**config.mk**
```make
export PLATFORM = sky130hd
export DESIGN_NAME = lcdh_top
export DESIGN_NICKNAME = d
export VERILOG_FILES = /design/src/inc/lcdh_pkg.sv /design/src/lcdh_edge.sv /design/src/lcdh_ram.sv /design/src/lcdh_top.sv
export SDC_FILE = /design/constraint.sdc
export NUM_CORES = 2
export LEC_CHECK = 0
export BUFFER_PORTS_ARGS = -buffer_cell sky130_fd_sc_hd__buf_4
export CAP_MARGIN = 25
export CORE_MARGIN = 2
export CORE_UTILIZATION = 60
export CTS_CLUSTER_DIAMETER = 150
export DETAILED_ROUTE_END_ITERATION = 8
export GPL_TIMING_DRIVEN = 1
export MAX_ROUTING_LAYER = met4
export PLACE_DENSITY = 0.77
export SLEW_MARGIN = 20
export SYNTH_ARGS = -nofsm -noshare
export SYNTH_HDL_FRONTEND = slang
export SYNTH_SLANG_ARGS = --single-unit
```
**constraint.sdc**
```tcl
create_clock -name clk_sys_i -period 13.68 [get_ports clk_sys_i]
set_input_delay 1.368 -clock clk_sys_i [delete_from_list [all_inputs] [get_ports clk_sys_i]]
set_output_delay 1.368 -clock clk_sys_i [all_outputs]
set_load 0.01 [all_outputs]
```
**src/inc/lcdh_pkg.sv**
```systemverilog
// constants, types and command decoding of the lcd host command unit
// Notes on behaviour
// - idle reset pin level picks the bus: high gives 68-style, low 80-style
// - chip select high ignores bus cycles, reset pin still acts
// - select line 1 means display data, 0 means status read or command write
// - 68-style: enable plus direction; 80-style: separate low read and store strobes
// - display read returns latch contents while the ram byte loads the latch
// - display writes need no dummy cycle and go straight to ram
// - while busy every command except status read is rejected
// - status: busy D7, mirror D6, blank D5, resetting D4, zero below
// - every frame signal edge copies start line into line count
// - line count advances by one on each line clock
// - column counter steps by one on each display write, and on each display read outside rmw
// - column counter stops at 50H, page never changes
// - set-page command loads the two-bit page register
// - duty command: D0 one gives 1/32, zero gives 1/16
// - either edge on the reset pin starts initialisation
// - init: off, start line 1, static off, column 0, page 3, 1/32, forward, no rmw
// - start-line command loads the five-bit start line
// - command byte with D7 zero loads the column counter
// - display on/off command sets display on from D0
// - direction command sets mapping, mirror status is inverse of D0
// - static-drive command selects static drive from D0
// - read-modify-write saves column and stops read stepping
// - end command leaves rmw and restores the saved column
// - software reset clears start line and sets page 3, ram kept
package lcdh_pkg;
	localparam int DATA_W = 8;
	localparam int COL_W = 7;
	localparam int PAGE_W = 2;
	localparam int LINE_W = 5;
	localparam int CNT_W = 8;
	localparam int RAM_AW = PAGE_W + COL_W;
	localparam logic [COL_W-1:0] COL_LIMIT = 7'h50;
	localparam logic [COL_W-1:0] INIT_COL = 7'h00;
	localparam logic [PAGE_W-1:0] INIT_PAGE = 2'h3;
	localparam logic [LINE_W-1:0] INIT_START = 5'h01;
	localparam logic [LINE_W-1:0] SWRST_START = 5'h00;
	localparam logic INIT_DUTY_32 = 1'b1;
	localparam logic INIT_ADC = 1'b0;
	localparam int EXEC_CYCLES = 2;
	localparam int INIT_CYCLES = 8;
	localparam int ST_BUSY_BIT = 7;
	localparam int ST_MIRROR_BIT = 6;
	localparam int ST_BLANK_BIT = 5;
	localparam int ST_RESET_BIT = 4;
	localparam logic [7:0] OP_ONOFF = 8'hAE;
	localparam logic [7:0] OP_ADC = 8'hA0;
	localparam logic [7:0] OP_STATIC = 8'hA4;
	localparam logic [7:0] OP_DUTY = 8'hA8;
	localparam logic [7:0] OP_PAGE = 8'hB8;
	localparam logic [7:0] OP_START = 8'hC0;
	localparam logic [7:0] OP_RMW = 8'hE0;
	localparam logic [7:0] OP_SWRST = 8'hE2;
	localparam logic [7:0] OP_END = 8'hEE;

	typedef enum {CMD_NONE, CMD_COL, CMD_START, CMD_PAGE, CMD_ONOFF, CMD_ADC,
		CMD_STATIC, CMD_DUTY, CMD_RMW, CMD_END, CMD_SWRST} lcdh_cmd_type;
	typedef enum {ST_IDLE, ST_EXEC, ST_INIT} lcdh_state_type;

	// sort a command byte into its kind
	function automatic lcdh_cmd_type lcdh_decode(input logic [7:0] b);
		lcdh_cmd_type c;
		c = CMD_NONE;
		if (!b[7]) c = CMD_COL;
		else if (b[7:5] == OP_START[7:5]) c = CMD_START;
		else if (b[7:2] == OP_PAGE[7:2]) c = CMD_PAGE;
		else if (b[7:1] == OP_ONOFF[7:1]) c = CMD_ONOFF;
		else if (b[7:1] == OP_ADC[7:1]) c = CMD_ADC;
		else if (b[7:1] == OP_STATIC[7:1]) c = CMD_STATIC;
		else if (b[7:1] == OP_DUTY[7:1]) c = CMD_DUTY;
		else if (b == OP_RMW) c = CMD_RMW;
		else if (b == OP_END) c = CMD_END;
		else if (b == OP_SWRST) c = CMD_SWRST;
		return c;
	endfunction : lcdh_decode
endpackage : lcdh_pkg

```
**src/lcdh_edge.sv**
```systemverilog
// synchronous edge sensing of level inputs
`timescale 1ns/1ps
module lcdh_edge #(
	parameter int W = 1
) (
	input wire logic clk_sys_i,
	input wire logic rst_i,
	input wire logic [W-1:0] level_i,
	output logic [W-1:0] rise_o,
	output logic [W-1:0] fall_o
);
	logic [W-1:0] prev_q, prev_d;
	logic armed_q, armed_d;

	// the first cycle after reset only samples, so no false edge is seen
	always_comb begin
		prev_d = level_i;
		armed_d = 1'b1;
	end

	always_ff @(posedge clk_sys_i) begin
		if (rst_i) begin
			prev_q <= '0;
			armed_q <= 1'b0;
		end else begin
			prev_q <= prev_d;
			armed_q <= armed_d;
		end
	end

	// edges against the previous sample
	assign rise_o = armed_q ? (level_i & ~prev_q) : '0;
	assign fall_o = armed_q ? (~level_i & prev_q) : '0;
endmodule : lcdh_edge

```
**src/lcdh_ram.sv**
```systemverilog
// display data ram with registered read port
`timescale 1ns/1ps
module lcdh_ram #(
	parameter int AW = 9,
	parameter int DW = 8
) (
	input wire logic clk_sys_i,
	input wire logic we_i,
	input wire logic [AW-1:0] addr_i,
	input wire logic [DW-1:0] wdata_i,
	output logic [DW-1:0] rdata_o
);
	logic [DW-1:0] mem [0:(1<<AW)-1];
	logic [DW-1:0] rdata_q;

	// contents survive every reset, only the host changes them
	always_ff @(posedge clk_sys_i) begin
		if (we_i) begin
			mem[addr_i] <= wdata_i;
		end
		rdata_q <= mem[addr_i];
	end

	assign rdata_o = rdata_q;
endmodule : lcdh_ram

```
**src/lcdh_top.sv**
```systemverilog
// host bus port, command decoder and ram addressing of the lcd driver
`timescale 1ns/1ps
module lcdh_top import lcdh_pkg::*; #(
	parameter int EXEC_CNT = EXEC_CYCLES,
	parameter int INIT_CNT = INIT_CYCLES
) (
	input wire logic clk_sys_i,
	input wire logic rst_i,
	input wire logic init_pin_polarity_i, // reset pin level
	input wire logic chip_sel_n_i,
	input wire logic cmd_or_pixel_select_i,
	input wire logic enable_rd_i, // 68: enable strobe, 80: read_strobe_n
	input wire logic dir_wr_i, // 68: direction_select, 80: store_strobe_n
	input wire logic [DATA_W-1:0] data_i,
	input wire logic row_tick_i,
	input wire logic lcd_polarity_alt_i,
	output logic [DATA_W-1:0] data_o,
	output logic data_oe_o,
	output logic bus_80_mode_o,
	output logic busy_o,
	output logic resetting_o,
	output logic display_on_o,
	output logic static_drive_o,
	output logic duty_32_o,
	output logic segment_mirror_o,
	output logic rmw_o,
	output logic [LINE_W-1:0] start_line_o,
	output logic [LINE_W-1:0] line_count_o,
	output logic [PAGE_W-1:0] page_o,
	output logic [COL_W-1:0] column_o
);
	logic [2:0] rise, fall;
	logic pin_edge, pol_edge, tick_rise;
	logic rd_act, wr_act, rd_done, wr_done;
	logic rd_prev_q, wr_prev_q, sel_q, sel_d;
	logic m80_q, m80_d, strap_q;
	lcdh_state_type st_q, st_d;
	logic [CNT_W-1:0] cnt_q, cnt_d;
	logic on_q, on_d, stat_q, stat_d, duty_q, duty_d;
	logic adc_q, adc_d, rmw_q, rmw_d; // adc_q holds the mirror status flag
	logic busy_q, busy_d, rstf_q, rstf_d, oe_q, oe_d;
	logic [LINE_W-1:0] start_q, start_d, line_q, line_d;
	logic [PAGE_W-1:0] page_q, page_d;
	logic [COL_W-1:0] col_q, col_d, save_q, save_d;
	logic [DATA_W-1:0] wlat_q, wlat_d, olat_q, olat_d, dat_q, dat_d;
	logic [DATA_W-1:0] ram_rdata;
	logic ram_we;
	lcdh_cmd_type cmd;

	// next column after a display access, held at the limit
	function automatic logic [COL_W-1:0] col_step(input logic [COL_W-1:0] c);
		return (c < COL_LIMIT) ? c + 7'h01 : c;
	endfunction : col_step

	// edges of reset pin, frame signal and line clock
	lcdh_edge #(
		.W(3)
	) u_edge (
		.clk_sys_i(clk_sys_i),
		.rst_i(rst_i),
		.level_i({init_pin_polarity_i, lcd_polarity_alt_i, row_tick_i}),
		.rise_o(rise),
		.fall_o(fall)
	);

	assign pin_edge = rise[2] | fall[2];
	assign pol_edge = rise[1] | fall[1];
	assign tick_rise = rise[0];

	// display ram addressed by page and column
	lcdh_ram #(
		.AW(RAM_AW),
		.DW(DATA_W)
	) u_ram (
		.clk_sys_i(clk_sys_i),
		.we_i(ram_we),
		.addr_i({page_q, col_q}),
		.wdata_i(wlat_q),
		.rdata_o(ram_rdata)
	);

	// bus cycle decode for the selected bus style
	always_comb begin
		if (m80_q) begin
			rd_act = !chip_sel_n_i && !enable_rd_i;
			wr_act = !chip_sel_n_i && !dir_wr_i;
		end else begin
			rd_act = !chip_sel_n_i && enable_rd_i && dir_wr_i;
			wr_act = !chip_sel_n_i && enable_rd_i && !dir_wr_i;
		end
	end

	// a cycle takes effect when its strobe ends
	assign rd_done = rd_prev_q && !rd_act;
	assign wr_done = wr_prev_q && !wr_act;

	// bus style from the pin level: high (active-low reset) is 68-style, low is 80-style
	always_comb begin
		m80_d = m80_q;
		if (strap_q || pin_edge) begin
			m80_d = !init_pin_polarity_i;
		end
		sel_d = (rd_act || wr_act) ? cmd_or_pixel_select_i : sel_q;
		wlat_d = wr_act ? data_i : wlat_q;
	end

	always_ff @(posedge clk_sys_i) begin
		if (rst_i) begin
			m80_q <= 1'b0;
			strap_q <= 1'b1;
			rd_prev_q <= 1'b0;
			wr_prev_q <= 1'b0;
			sel_q <= 1'b0;
			wlat_q <= 8'h00;
		end else begin
			m80_q <= m80_d;
			strap_q <= 1'b0;
			rd_prev_q <= rd_act;
			wr_prev_q <= wr_act;
			sel_q <= sel_d;
			wlat_q <= wlat_d;
		end
	end

	// command execution, display access and line counting
	always_comb begin
		st_d = st_q;
		cnt_d = cnt_q;
		on_d = on_q;
		stat_d = stat_q;
		duty_d = duty_q;
		adc_d = adc_q;
		rmw_d = rmw_q;
		start_d = start_q;
		line_d = line_q;
		page_d = page_q;
		col_d = col_q;
		save_d = save_q;
		olat_d = olat_q;
		ram_we = 1'b0;
		cmd = lcdh_decode(wlat_q);
		if (pol_edge) begin
			line_d = start_q;
		end else if (tick_rise) begin
			line_d = line_q + 5'h01;
		end
		if (st_q != ST_IDLE) begin
			if (cnt_q == '0) begin
				st_d = ST_IDLE;
			end else begin
				cnt_d = cnt_q - 8'h01;
			end
		end
		if (pin_edge) begin
			on_d = 1'b0;
			start_d = INIT_START;
			stat_d = 1'b0;
			col_d = INIT_COL;
			page_d = INIT_PAGE;
			duty_d = INIT_DUTY_32;
			adc_d = !INIT_ADC;
			rmw_d = 1'b0;
			st_d = ST_INIT;
			cnt_d = CNT_W'(INIT_CNT - 1);
		end else if (st_q == ST_IDLE) begin
			if (wr_done && sel_q) begin
				ram_we = col_q < COL_LIMIT;
				col_d = col_step(col_q);
			end else if (rd_done && sel_q) begin
				olat_d = ram_rdata;
				if (!rmw_q) begin
					col_d = col_step(col_q);
				end
			end else if (wr_done) begin
				st_d = ST_EXEC;
				cnt_d = CNT_W'(EXEC_CNT - 1);
				case (cmd)
					CMD_COL: begin
						col_d = (wlat_q[6:0] > COL_LIMIT) ? COL_LIMIT : wlat_q[6:0];
					end
					CMD_START: begin
						start_d = wlat_q[4:0];
					end
					CMD_PAGE: begin
						page_d = wlat_q[1:0];
					end
					CMD_ONOFF: begin
						on_d = wlat_q[0];
					end
					CMD_ADC: begin
						adc_d = !wlat_q[0];
					end
					CMD_STATIC: begin
						stat_d = wlat_q[0];
					end
					CMD_DUTY: begin
						duty_d = wlat_q[0];
					end
					CMD_RMW: begin
						rmw_d = 1'b1;
						save_d = col_q;
					end
					CMD_END: begin
						rmw_d = 1'b0;
						if (rmw_q) begin
							col_d = save_q;
						end
					end
					CMD_SWRST: begin
						start_d = SWRST_START;
						page_d = INIT_PAGE;
						st_d = ST_INIT;
						cnt_d = CNT_W'(INIT_CNT - 1);
					end
					default: begin
					end
				endcase
			end
		end
		busy_d = st_d != ST_IDLE;
		rstf_d = st_d == ST_INIT;
		oe_d = rd_act;
		if (cmd_or_pixel_select_i) begin
			dat_d = olat_q;
		end else begin
			dat_d = 8'h00;
			dat_d[ST_BUSY_BIT] = busy_q;
			dat_d[ST_MIRROR_BIT] = adc_q;
			dat_d[ST_BLANK_BIT] = !on_q;
			dat_d[ST_RESET_BIT] = rstf_q;
		end
	end

	always_ff @(posedge clk_sys_i) begin
		if (rst_i) begin
			st_q <= ST_IDLE;
			cnt_q <= '0;
			on_q <= 1'b0;
			stat_q <= 1'b0;
			duty_q <= INIT_DUTY_32;
			adc_q <= !INIT_ADC;
			rmw_q <= 1'b0;
			start_q <= INIT_START;
			line_q <= 5'h00;
			page_q <= INIT_PAGE;
			col_q <= INIT_COL;
			save_q <= INIT_COL;
			olat_q <= 8'h00;
			busy_q <= 1'b0;
			rstf_q <= 1'b0;
			oe_q <= 1'b0;
			dat_q <= 8'h00;
		end else begin
			st_q <= st_d;
			cnt_q <= cnt_d;
			on_q <= on_d;
			stat_q <= stat_d;
			duty_q <= duty_d;
			adc_q <= adc_d;
			rmw_q <= rmw_d;
			start_q <= start_d;
			line_q <= line_d;
			page_q <= page_d;
			col_q <= col_d;
			save_q <= save_d;
			olat_q <= olat_d;
			busy_q <= busy_d;
			rstf_q <= rstf_d;
			oe_q <= oe_d;
			dat_q <= dat_d;
		end
	end

	// outputs straight from the registers
	assign data_o = dat_q;
	assign data_oe_o = oe_q;
	assign bus_80_mode_o = m80_q;
	assign busy_o = busy_q;
	assign resetting_o = rstf_q;
	assign display_on_o = on_q;
	assign static_drive_o = stat_q;
	assign duty_32_o = duty_q;
	assign segment_mirror_o = adc_q;
	assign rmw_o = rmw_q;
	assign start_line_o = start_q;
	assign line_count_o = line_q;
	assign page_o = page_q;
	assign column_o = col_q;
endmodule : lcdh_top

```
==> reports/summary.txt <==
leading post-synthesis cells by cell area: edfxtp_1, mux4_2, dfxtp_1
R2R Path End: u_ram.rdata_o[5]
CTS tree: built
I/O Buffers: 52
Unique masters post-synth: 78
H-tree depth: 5
critical path class: reg -> reg
most common cell in the netlist: edfxtp_1
Initial Utilization: 60.4%
fin crit share: 45.2%
Synth async-reset ratio: 0%
CP startpoint kind: register
clock slew at reported path FFs: 60 ps
Critical R2R Launch: column_o[1]
Post-Route WL: 407 mm
Worst Path Arrival: 6970 ps
length of the first detailed-routing pass in iterations: 9
outcome: finished clean
Die W: 524 um
main combinational cell family by area after synthesis: multiplexers
R2R depth: 10
Iteration-0 DRC Markers: 13200
chip height: 524 um
Layout Nets: 9031
# DRC: 0
total number of vias: 82700
GP Congestion: 0.907
multiplexer share of the synthesized area: 17.2%
I/O Pins: 53
Hold EP: data_o[1]
fmax: 162 MHz
max_cap viols: 0
Critical Path RT: 14470 ps
synthesized area: 0.162 mm2
prevailing post-synth register cell: edfxtp_1
die footprint: 0.274 mm2
largest area contributor in the synthesized netlist: edfxtp_1
antenna violations before repair: 19
setup slack, reg-to-reg: 7500 ps
sequential cell area fraction in the yosys report: 77.3%
Synth Warn #: 0
post-layout total power: 26.4 mW
RSZ-0062 raised after global routing: false
clk_skew: 74.9 ps
worst slew pin tran: 1300 ps
worst-skew pair later-pin latency: 930 ps
Cells after Synth: 7220
share of the synthesized area in the top cell type: 75.9%
# resized after CTS: 0
Syn-to-layout area delta: 14.7%
# clock sinks: 4210
Hold WC Path Type: reg -> reg
Core ar.: 0.268 mm2
#FFs+latches synth: 4210
adder-cell share of the synthesized area: 0.0540%
most common library cells after synthesis: edfxtp_1, mux4_2, nor2_1, mux2i_1, nand2_1
setup_tns: 0 ps
total gr overflow: 0
Final ANT Viol Nets: 0
fill count: 15400
Setup Viol. Count Final: 0
Hold Path Stages: 1
crit end category: register
Slew HR: 13.2%
row count: 190
Synth Area in Compound Gates: 1.65%
CTS max path bufs: 4
Hold Fails Final Rpt: 0
largest net degree at the start of global routing: 278
Post-CTS Setup Bufs: 0
number of synthesized flops with an enable pin: 4096
syn_area_per_cell: 22.5 um2
TritonCTS Buffers: 407
P_leak: 61.2 nW
worst-path maximum fanout: 101
Synth Area in Simple Gates: 2.34%
share of post-route cells with drive strength above 1: 22.1%
Power Density: 142 mW/mm2
gr usage total: 30.6%
HPWL after DPL: 226 mm
DR WL/cell: 31.5 um
Max VDD drop: 0.117 mV
# hold bufs at CTS: 0
HP Start: olat_q[1]
Slew Limit Fails: 0
vias per cell: 6.40
post-layout min period: 6180 ps
Clock Root Buffer: clkbuf_16
vias in the first global route: 81800
first-pass GRT wire length: 576 mm
XOR/XNOR Fraction of Synth Area: 0.0432%
power by group:
| group | internal, mW | switching, mW | leakage, nW | total, mW |
|---|---|---|---|---|
| combinational | 0.248 | 0.476 | 14.9 | 0.724 |
| sequential | 14.4 | 0.101 | 40.0 | 14.5 |
| clock | 6.38 | 4.77 | 6.35 | 11.2 |
metrics by stage:
step	hold slack [ps]	setup slack [ps]	cell area [um2]	utilization (%)	instances
6_report	473	7500	186000	69.3	12900
5_1_grt	488	7170	186000	69.3	12900
4_1_cts	474	7510	185000	69.1	12900
3_5_place_dp	457	7630	172000	64.2	12100
3_3_place_gp	450	7450	172000	64.1	12100
2_1_floorplan	430	3800	168000	-	8755
state kept, by name, indices dropped and copies added (netlist names), 2 cells and up:
signal and count:
page_o 2, u_ram.mem 4096, wlat_q 8, st_q 32, start_line_o 5, save_q 7
cnt_q 8, u_edge.prev_q 3, u_ram.rdata_o 8, olat_q 8, line_count_o 5, column_o 7
data_o 8
routing by layer:
metal	track usage (%)	vias to the layer above	part of all wire [%]
met5	-	-	0
met4	15.1	0	5.9
met3	9.10	1186	13
met2	45.4	6178	47
met1	38.9	42700	34
li1	-	32700	-
cells by family after synthesis:
logic type / count (synthesis)
other: 1
AND/OR/NAND/NOR: 843
buffers and inverters: 436
flip-flops: 4210
XOR/XNOR: 8
AO/OA/AOI/OAI: 371
multiplexers: 1344
adder cells (fa/ha/maj): 7
critical path, cell delays in order (launching register included):
cell and delay (ps):
dfxtp_4 700, buf_12 570, buf_4 770, buf_4 840, mux4_2 430, mux2i_1 260, a22oi_1 210, nand3_1 460
nand3_1 730, nor3_1 600, nand3_1 140
layout by cell type, fill, tap and decap left out, types with 14 or more instances in the layout:
master and count:
clkbuf_16 412, a22o_1 28, mux4_2 1140, o21ai_0 32, bufinv_16 43, dfxtp_1 99
a22oi_1 83, and3_1 35, and2_1 14, nor2_1 377, clkinv_2 50, nor2b_1 15
edfxtp_1 4096, nor3_2 17, a31oi_1 16, o22ai_1 23, mux2i_1 178, nand2_1 148
clkbuf_1 86, clkinv_1 94, nand3_1 68, mux2_2 19, buf_4 227, a21oi_1 62
a32oi_1 21, nor3_1 50, clkinvlp_4 17, a221oi_1 26, nor4_1 27, nand4_1 18
conb_1 1536, diode_2 24, buf_12 19
how the worst max path moves through the flow:
| stage | startpoint | end | slack, ps | depth (start not counted) |
|---|---|---|---|---|
| 6_report | column_o[1] | u_ram.rdata_o[5] | 7500 | 10 |
| 5_1_grt | column_o[0] | u_ram.rdata_o[5] | 7170 | 9 |
| 4_1_cts | column_o[0] | u_ram.rdata_o[3] | 7510 | 9 |
| 3_5_place_dp | column_o[1] | u_ram.rdata_o[5] | 7630 | 10 |
| 3_3_place_gp | column_o[1] | u_ram.rdata_o[3] | 7450 | 9 |
| 2_1_floorplan | wlat_q[5] | column_o[6] | 3800 | 7 |
area by class of cell:
type / count / area [um2] / area share [%]
repair buffers: 267 / 2450 / 1.32
diodes: 24 / 60.1 / 0.0323
clock inverters: 226 / 2320 / 1.25
well taps: 3552 / 4440 / 2.39
clock buffers: 513 / 10800 / 5.79
inverters: 12 / 45.0 / 0.0242
flip-flops and latches: 4210 / 125000 / 67.4
multi-input cells: 4109 / 40500 / 21.8
(Power assumes the default switching activity.)
